<file path="config.mk">
export PLATFORM = sky130hd
export DESIGN_NAME = beacon_pulse_simulator
export DESIGN_NICKNAME = d
export VERILOG_FILES = /design/src/beacon_pkg.sv /design/src/beacon_pulse_simulator.sv /design/src/burst_gen.sv
export SDC_FILE = /design/constraint.sdc
export NUM_CORES = 1
export LEC_CHECK = 0
export BUFFER_PORTS_ARGS = -buffer_cell sky130_fd_sc_hd__buf_4
export CAP_MARGIN = 5
export CORE_MARGIN = 2
export CORE_UTILIZATION = 40
export CTS_CLUSTER_DIAMETER = 30
export DETAILED_ROUTE_END_ITERATION = 12
export GPL_TIMING_DRIVEN = 0
export PLACE_DENSITY = 0.53
export SYNTH_ARGS = -nofsm -noshare
export SYNTH_HDL_FRONTEND = slang
export SYNTH_SLANG_ARGS = --single-unit
</file>
<file path="constraint.sdc">
create_clock -name clk -period 3.6 [get_ports clk]
set_clock_uncertainty 0.05 [all_clocks]
set_input_delay 0.72 -clock clk [delete_from_list [all_inputs] [get_ports clk]]
set_output_delay 0.72 -clock clk [all_outputs]
set_load 0.01 [all_outputs]
</file>
<file path="src/beacon_pkg.sv">
/*
 * beacon_pkg: constants and carrier types for the beacon pulse simulator.
 * assumes a single synchronous system clock at CLK_HZ.
 */
package beacon_pkg;
    // ------------------------------------------------------------
    // clock and times
    // ------------------------------------------------------------
    localparam int CLK_HZ = 125_000_000;
    localparam int REF_HZ = 1350;
    localparam int PAIR_SPACING_US = 12;
    localparam int IDENT_SPACING_US = 100;
    localparam int HARM_SPACING_US = 24;
    localparam int NORTH_SPACING_US = 30;
    localparam int PAIR_TOL_NS = 500;
    localparam int RANGE_SHORT_MILES = 5;
    localparam int RANGE_LONG_MILES = 105;
    // one radar mile round trip, in ns (12.36 us)
    localparam int NS_PER_MILE = 12360;
    localparam int PULSE_NS = 3500;
    // ------------------------------------------------------------
    // counts and ratios
    // ------------------------------------------------------------
    localparam int HARM_DIV = 10;
    localparam int NORTH_DIV = 9;
    localparam int HARM_PULSES = 6;
    localparam int NORTH_PULSES = 12;
    localparam int PULSE_CYC = (PULSE_NS * (CLK_HZ / 1_000_000) + 999) / 1000;
    localparam int PAIR_CYC = PAIR_SPACING_US * (CLK_HZ / 1_000_000);
    localparam int TOL_CYC = PAIR_TOL_NS * (CLK_HZ / 1_000_000) / 1000;
    localparam int IDENT_CYC = IDENT_SPACING_US * (CLK_HZ / 1_000_000);
    localparam int HARM_CYC = HARM_SPACING_US * (CLK_HZ / 1_000_000);
    localparam int NORTH_CYC = NORTH_SPACING_US * (CLK_HZ / 1_000_000);
    localparam int REF_CYC = CLK_HZ / REF_HZ;
    localparam int SHORT_CYC = RANGE_SHORT_MILES * NS_PER_MILE / 1000 * (CLK_HZ / 1_000_000);
    localparam int LONG_CYC = RANGE_LONG_MILES * NS_PER_MILE / 1000 * (CLK_HZ / 1_000_000);
    localparam int CW = 24;

    // ------------------------------------------------------------
    // carriers
    // ------------------------------------------------------------
    typedef struct packed {
        logic ident;
        logic reply;
        logic harm;
        logic north;
        logic blank_harm;
        logic blank_north;
    } streams_t;

    typedef enum logic [2:0] {
        DEC_IDLE = 3'b001,
        DEC_WAIT = 3'b010,
        DEC_HOLD = 3'b100
    } dec_state_t;
endpackage : beacon_pkg

</file>
<file path="src/beacon_pulse_simulator.sv">
/*
 * beacon_pulse_simulator: timing core of a navigation beacon simulator.
 * assumes interrogation video and the sensitivity selector arrive from pins
 * asynchronous to clk; the reference timebase is derived from clk.
 */
`timescale 1ns/1ns

// Contract
// RULE1: interrogator sends pairs spaced 12 us plus or minus 0.5 us.
// RULE2: interrogator repeats 24-30 pairs/s tracking, 120-150 searching.
// RULE3: each received interrogation pair gives exactly one decoded pulse.
// RULE4: decoded pulse delayed by 5 or 105 mile range per select input.
// RULE5: identity pulses are pairs 100 us apart, one pair per 1350 Hz period.
// RULE6: identity stream runs continuously, never keyed or coded.
// RULE7: range replies and identity pulses merge into lowest-priority stream.
// RULE8: reference divided by ten gives 135 Hz harmonic trigger.
// RULE9: 135 Hz trigger divided by nine gives 15 Hz trigger.
// RULE10: each 15 Hz trigger starts one north marker burst.
// RULE11: harmonic burst is six pulses 24 us apart.
// RULE12: north burst is twelve pulses 30 us apart.
// RULE13: a running burst blanks every lower-priority stream throughout.
// RULE14: priority is north, then harmonic, then reply plus identity.
// RULE15: every gated pulse becomes a fixed-width pair 12 us apart. Here a gated pulse within 12 us of the last drops that one's second pulse.
// RULE16: power-measure position routes input to power path, not decoder.
// RULE17: sensitivity position makes the device the coded signal generator.
// RULE18: all timing comes from counters on one parameterised clock.
// RULE19: reset clears dividers, bursts, range delay; silent until next period. Here only identity and bursts wait; replies go out at once.
// RULE20: interrogations arriving during a pending range delay are ignored.
module beacon_pulse_simulator #(
    parameter int CLK_FREQ = beacon_pkg::CLK_HZ
) (
    // clock and reset
    input wire logic clk,
    input wire logic rstn,
    // pins from the airborne set
    input wire logic interrog_in,
    // front panel selectors
    input wire logic sensitivity_generator_position,
    input wire logic range_long,
    // outputs
    output logic video_out,
    output logic power_path_out,
    output beacon_pkg::streams_t streams
);
    import beacon_pkg::*;

    if (CLK_FREQ != CLK_HZ) begin : g_bad_clk
        $error("clock must match package timing constants");
    end

    // ------------------------------------------------------------
    // pin synchronisers
    // ------------------------------------------------------------
    logic [1:0] irq_s_q, sens_s_q, rng_s_q;
    logic in_prev_q;
    always_ff @(posedge clk) begin
        if (!rstn) begin
            irq_s_q <= '0;
            sens_s_q <= '0;
            rng_s_q <= '0;
            in_prev_q <= 1'b0;
        end else begin
            irq_s_q <= {irq_s_q[0], interrog_in};
            sens_s_q <= {sens_s_q[0], sensitivity_generator_position};
            rng_s_q <= {rng_s_q[0], range_long};
            in_prev_q <= irq_s_q[1];
        end
    end
    wire gen_mode = sens_s_q[1];
    // power-measure position sends the input to the power path only [RULE16]
    assign power_path_out = !gen_mode && irq_s_q[1];
    wire dec_in = gen_mode && irq_s_q[1];
    wire in_rise = dec_in && !in_prev_q;

    // ------------------------------------------------------------
    // pair decoder and range delay
    // ------------------------------------------------------------
    dec_state_t st_q;
    logic [CW-1:0] dcnt_q;
    logic reply_q;
    wire pair_ok = (dcnt_q >= CW'(PAIR_CYC - TOL_CYC)) && (dcnt_q <= CW'(PAIR_CYC + TOL_CYC));
    wire [CW-1:0] delay_cyc = rng_s_q[1] ? CW'(LONG_CYC) : CW'(SHORT_CYC);
    always_ff @(posedge clk) begin
        if (!rstn) begin
            st_q <= DEC_IDLE;
            dcnt_q <= '0;
            reply_q <= 1'b0;
        end else begin
            reply_q <= 1'b0;
            case (st_q)
                DEC_IDLE: begin
                    dcnt_q <= '0;
                    if (in_rise) st_q <= DEC_WAIT;
                end
                DEC_WAIT: begin
                    dcnt_q <= dcnt_q + CW'(1);
                    // second pulse inside the window yields one decoded pulse [RULE3] [RULE1]
                    if (in_rise && pair_ok) begin
                        st_q <= DEC_HOLD;
                        dcnt_q <= delay_cyc;
                    end else if (dcnt_q > CW'(PAIR_CYC + TOL_CYC)) begin
                        st_q <= DEC_IDLE;
                    end
                end
                DEC_HOLD: begin
                    // new interrogations ignored while the reply is pending [RULE20]
                    dcnt_q <= dcnt_q - CW'(1);
                    if (dcnt_q == CW'(1)) begin
                        reply_q <= 1'b1; // range delay [RULE4]
                        st_q <= DEC_IDLE;
                    end
                end
                default: st_q <= DEC_IDLE;
            endcase
        end
    end

    // ------------------------------------------------------------
    // reference, identity and dividers
    // ------------------------------------------------------------
    logic [CW-1:0] ref_q;
    logic [3:0] div10_q, div9_q;
    logic armed_q, ident_q, ref_tick_q;
    wire ref_tick = (ref_q == CW'(REF_CYC - 1)); // counter timebase [RULE18]
    wire tick135 = ref_tick && div10_q == 4'(HARM_DIV - 1);
    wire tick15 = tick135 && div9_q == 4'(NORTH_DIV - 1);
    always_ff @(posedge clk) begin
        if (!rstn) begin
            ref_q <= '0;
            div10_q <= '0;
            div9_q <= '0;
            armed_q <= 1'b0;
            ident_q <= 1'b0;
            ref_tick_q <= 1'b0;
        end else begin
            ref_q <= ref_tick ? '0 : ref_q + CW'(1);
            ref_tick_q <= ref_tick;
            if (ref_tick) armed_q <= 1'b1; // identity and bursts silent until next period; replies not held off [RULE19]
            if (ref_tick) div10_q <= (div10_q == 4'(HARM_DIV - 1)) ? 4'h0 : div10_q + 4'h1; // [RULE8]
            if (tick135) div9_q <= (div9_q == 4'(NORTH_DIV - 1)) ? 4'h0 : div9_q + 4'h1; // [RULE9]
            // free-running identity pair, never keyed [RULE5] [RULE6]
            ident_q <= armed_q && (ref_q == CW'(0) || ref_q == CW'(IDENT_CYC));
        end
    end

    // ------------------------------------------------------------
    // marker bursts
    // ------------------------------------------------------------
    logic harm_p, harm_b, north_p, north_b;
    burst_gen #(.PULSES(HARM_PULSES), .SPACING(HARM_CYC)) u_harm ( // [RULE11]
        .clk(clk), .rstn(rstn), .trig(tick135 && armed_q), .pulse(harm_p), .blank(harm_b));
    burst_gen #(.PULSES(NORTH_PULSES), .SPACING(NORTH_CYC)) u_north ( // [RULE12] [RULE10]
        .clk(clk), .rstn(rstn), .trig(tick15 && armed_q), .pulse(north_p), .blank(north_b));

    // ------------------------------------------------------------
    // priority gate and pair coder
    // ------------------------------------------------------------
    wire low_stream = reply_q || ident_q; // [RULE7]
    // blanking keeps lower streams off for whole bursts [RULE13] [RULE14]
    wire gated = north_p || (harm_p && !north_b) || (low_stream && !north_b && !harm_b);

    logic [CW-1:0] pair_q;
    logic [CW-1:0] wid_q;
    always_ff @(posedge clk) begin
        if (!rstn) begin
            pair_q <= '0;
            wid_q <= '0;
        end else begin
            // second pulse follows the last gated pulse exactly PAIR_CYC later; a newer one restarts the count [RULE15]
            if (gated && gen_mode) pair_q <= CW'(PAIR_CYC);
            else if (pair_q != '0) pair_q <= pair_q - CW'(1);
            if ((gated && gen_mode) || pair_q == CW'(1)) wid_q <= CW'(PULSE_CYC);
            else if (wid_q != '0) wid_q <= wid_q - CW'(1);
        end
    end
    // pairs start only in generator position; a second pulse already pending still goes out after a switch [RULE17]
    assign video_out = (wid_q != '0);
    assign streams = '{ident: ident_q, reply: reply_q, harm: harm_p, north: north_p,
                       blank_harm: harm_b, blank_north: north_b};

    // ------------------------------------------------------------
    // checks
    // ------------------------------------------------------------
    // ages since the last gated pulse and the last identity pulse; both
    // spacings are too long for a plain delay
    logic [CW-1:0] gate_age_q;
    logic [CW-1:0] id_gap_q;
    always_ff @(posedge clk) begin
        if (!rstn) begin
            gate_age_q <= '1;
            id_gap_q <= '1;
        end else begin
            if (gated && gen_mode) gate_age_q <= CW'(1);
            else if (gate_age_q != '1) gate_age_q <= gate_age_q + CW'(1);
            if (ident_q) id_gap_q <= CW'(1);
            else if (id_gap_q != '1) id_gap_q <= id_gap_q + CW'(1);
        end
    end
endmodule : beacon_pulse_simulator

</file>
<file path="src/burst_gen.sv">
/*
 * burst_gen: marker burst of N single-cycle pulses at fixed spacing,
 * with a blanking level held for the whole burst.
 * assumes trig is a one-cycle pulse on clk.
 */
`timescale 1ns/1ns
module burst_gen #(
    parameter int PULSES = 6,
    parameter int SPACING = 3000
) (
    // clock and reset
    input wire logic clk,
    input wire logic rstn,
    // control
    input wire logic trig,
    // outputs
    output logic pulse,
    output logic blank
);
    import beacon_pkg::*;

    // left_q is eight bits wide and the spacing counter CW bits wide
    if (PULSES < 1 || PULSES > 255 || SPACING < 2 || SPACING > 1000000) begin : g_bad_params
        $error("burst_gen: bad parameters");
    end

    logic [CW-1:0] cnt_q;
    logic [CW-1:0] gap_q;
    logic [7:0] left_q;
    logic pulse_q;
    wire fire = blank && (cnt_q == CW'(0));

    always_ff @(posedge clk) begin
        if (!rstn) begin
            cnt_q <= '0;
            left_q <= '0;
            pulse_q <= 1'b0;
        end else if (trig && left_q == 8'h00) begin
            cnt_q <= '0;
            left_q <= 8'(PULSES);
            pulse_q <= 1'b0;
        end else begin
            pulse_q <= fire;
            if (fire) begin
                left_q <= left_q - 8'h01;
                cnt_q <= CW'(SPACING - 1);
            end else if (cnt_q != '0) begin
                cnt_q <= cnt_q - CW'(1);
            end
        end
    end

    // blank covers the burst until the last pulse has gone out
    assign blank = (left_q != 8'h00) || pulse_q;
    assign pulse = pulse_q;

    // age of the last pulse; spacing is far beyond a plain delay, so count it
    always_ff @(posedge clk) begin
        if (!rstn) begin
            gap_q <= '1;
        end else if (pulse_q) begin
            gap_q <= CW'(1);
        end else if (gap_q != '1) begin
            gap_q <= gap_q + CW'(1);
        end
    end
endmodule : burst_gen

</file>
==> results.md <==
- Dominant synthesized flop cell: dfxtp_1
- Top routing layer used: met4
- Bufs on Longest Clock Path: 2
- Max-slew headroom: 34.45%
- Standard-cell rows: 56
- Combinational power share: 40.2%
- Initial Utilization: 40.78%
- Sequential fraction of the synthesis area: 38.27%
- I/O Pins: 13
- Leading area contributor after synthesis: dfxtp_1
- Flop pwr share: 37.1%
- Post-CTS resize count: 0
- Reg clk slew, reported paths: 0.07 ns
- Crit start category: flop
- CP peak stage delay: 0.63 ns
- Synth top area share: 38.27%
- Cts bufs inserted: 17
- Met3 wire len: 941 µm
- Vias in the first global route: 7,776
- Post-Route WL: 23,100 µm
- Final setup vio count: 0
- Post-CTS Setup Bufs: 0
- I/O Buffers: 11
- DRC: 0
- Root buffer cell: clkbuf_16
- Antenna violations before repair: 0
- Pwr Density: 722.4 nW/µm²
- Area grow syn2layout: 10.61%
- Synth Net Count: 1,203
- First-pass GRT wire length: 39,410 µm
- Share of synthesized registers carrying an async set or reset: 0%
- WL/cell: 14.96 µm
- CP Buf/Inv Count: 3
- Synth cell count leaders: dfxtp_1, nor2_1, nand2_1
- Crit path top cell by count: buf_4
- Synth Warn #: 0
- Mapped Cells: 1,183
- Hold Vio Cnt, Final: 0
- Worst hold slack: 0.3832 ns
- Setup ws final: 0.3561 ns
- Crit. End Element: output pin
- DRT iter0 DRCs: 510
- Crit path DAT: 2.47 ns
- Int Pwr: 4635 µW
- Critical path's slowest cell: or4_1
- Layout cells sized above 1: 6.367%
- Vias per cell: 5.405
- Layout Cells excl Fill: 1,544
- CTS tree: built
- Ant diodes: 0
- RSZ-0062 raised after global routing: false
- Post-route ant nets: 0
- Inst Count DP: 1,513
- H-tree depth: 4
- Wl on met1: 11,790 µm
- Max Cap Viol: 0
- Setup Crit Path Kind: flop to output pin
- Clk pwr share: 22.7%
- Max-slew violations: 0
- Layout fillers: 2,392
- Crit path cell chain: or4_1 > nor4_2 > inv_1 > buf_4 > buf_4
- Die area: 25,190 µm²
- Tmin final: 3.244 ns
- HP Class: flop to flop
- DP HPWL: 16,180 µm
- Most frequent cell after synthesis: dfxtp_1
- RePlAce Congestion: 0.9334
- TNS Setup: 0 ns
- Period utilization: 90.11%
- Delay-heaviest family, CP: simple AND/OR/NAND/NOR gates
- Insertion delay to the later sink of the worst-skew pair: 0.43 ns
- First drt pass iteration count: 7
- CTS Sinks: 183
- CP required: 2.83 ns
- Via Count: 8,345
- Measured slew at the worst slew-check pin: 0.9696 ns
- Pre-CTS WS: 0.3652 ns
- Detail Route met2 WL: 10,010 µm
- Total Routing Usage GR: 18.77%
- Seq cells post-synth: 183
- Switch Pwr: 3015 µW
- Worst Path Max Fanout: 6
- Fmax: 308.3 MHz
- Syn Std Cell Area: 9573 µm²
- Mean Syn Cell Area: 8.092 µm²
- Area contributors post-synth: dfxtp_1, nor2_1, xnor2_1, xor2_1, nand2_1
- Post-synth EDFFs: 0
- Die height: 158.7 µm
- Hold Buf Count CTS: 0
- Yosys cell types: 76
- Core footprint: 23,470 µm²
- Nets: 1,233
- Gr ovfl total: 0
- Die width: 158.7 µm
- Switching Share: 39.41%
- Worst vdd ir: 0.3180 mV
- Status: finished, final reports clean
- Largest net degree at the start of global routing: 17
- Pleak: 0.003834 µW
## layout by cell type (no fill, tap or decap), types with 39 or more instances in the layout
| master | instances |
|---|---|
| nand2_1 | 92 |
| nor2_1 | 159 |
| clkbuf_1 | 43 |
| dfxtp_1 | 183 |
| nor3_1 | 64 |
| xnor2_1 | 63 |
| xor2_1 | 52 |
| a21oi_1 | 63 |
| nand3_1 | 49 |
| inv_1 | 39 |
## cell families (layout without fill, tap and decap cells)
kind of cell / count (synthesis) / after routing / synth area share [%]
XOR/XNOR: 115 / 115 / 10.52
AO/OA/AOI/OAI: 192 / 192 / 12.91
multiplexers: 4 / 4 / 0.4574
AND/OR/NAND/NOR: 578 / 578 / 31.70
flip-flops: 183 / 183 / 38.27
adder cells (fa/ha/maj): 15 / 15 / 1.961
buffers and inverters: 96 / 138 / 4.182
## state kept, by name (all words and copies together), names as in the netlist, 4 cells and up
name and cells:
dcnt_q 24, pair_q 24, ref_q 24, u_harm.cnt_q 24, u_north.cnt_q 24, wid_q 24
u_harm.left_q 8, u_north.left_q 8, div10_q 4, div9_q 4
## through the flow
| stage | total power (µW) | util, % | instance area, µm² |
|---|---|---|---|
| 6_report | 7650 | 45.11 | 10590 |
| 5_1_grt | 8305 | 45.11 | 10590 |
| 4_1_cts | 7730 | 45.11 | 10590 |
| 3_5_place_dp | 5944 | 42.84 | 10050 |
| 3_3_place_gp | 5919 | 42.84 | 10050 |
| 2_1_floorplan | 5329 | - | 9573 |
## per-layer routing
layer  vias up  GRT usage, %
met5         -             0
met1      3881         26.65
li1       4283             -
met4         0         5.421
met2       154         28.62
met3        27         3.945
## layout make-up
cell class,count,area [µm²],area share (%)
plain buffers,57,254.0,2.399
clock buffers,21,460.4,4.348
clock inverters,10,73.82,0.6972
inverters,39,146.4,1.382
multi-input cells,904,5509,52.03
flip-flops and latches,183,3664,34.60
well taps,319,399.1,3.769
repair buffers,11,82.58,0.7799
## final timing paths
path / slack, ns / to / startpoint / depth (start not counted)
setup / recovery: 0.36 / streams[1] / u_harm.left_q[3] / 5
hold / removal: 0.38 / sens_s_q[1] / sens_s_q[0] / 1
setup reg to reg: 0.36 / dcnt_q[14] / dcnt_q[0] / 10
hold reg to reg: 0.38 / sens_s_q[1] / sens_s_q[0] / 1
## power groups by stage
stage	clock network, µW	logic, µW	registers, µW
finish	1740	3080	2840
global route	1870	3530	2910
CTS	1800	3090	2830
global placement	0	3040	2870
detailed placement	0	3070	2870
floorplan	0	2540	2790
## worst reg2reg max path, delay by kind of cell (launching register included)
family	cells	cell delay (ns)
flip-flops	1	0.33
buffers and inverters	3	0.68
AO/OA/AOI/OAI	3	0.64
adder cells (fa/ha/maj)	1	0.22
AND/OR/NAND/NOR	3	1.23
Note: power is estimated with default switching activity, not from simulation.
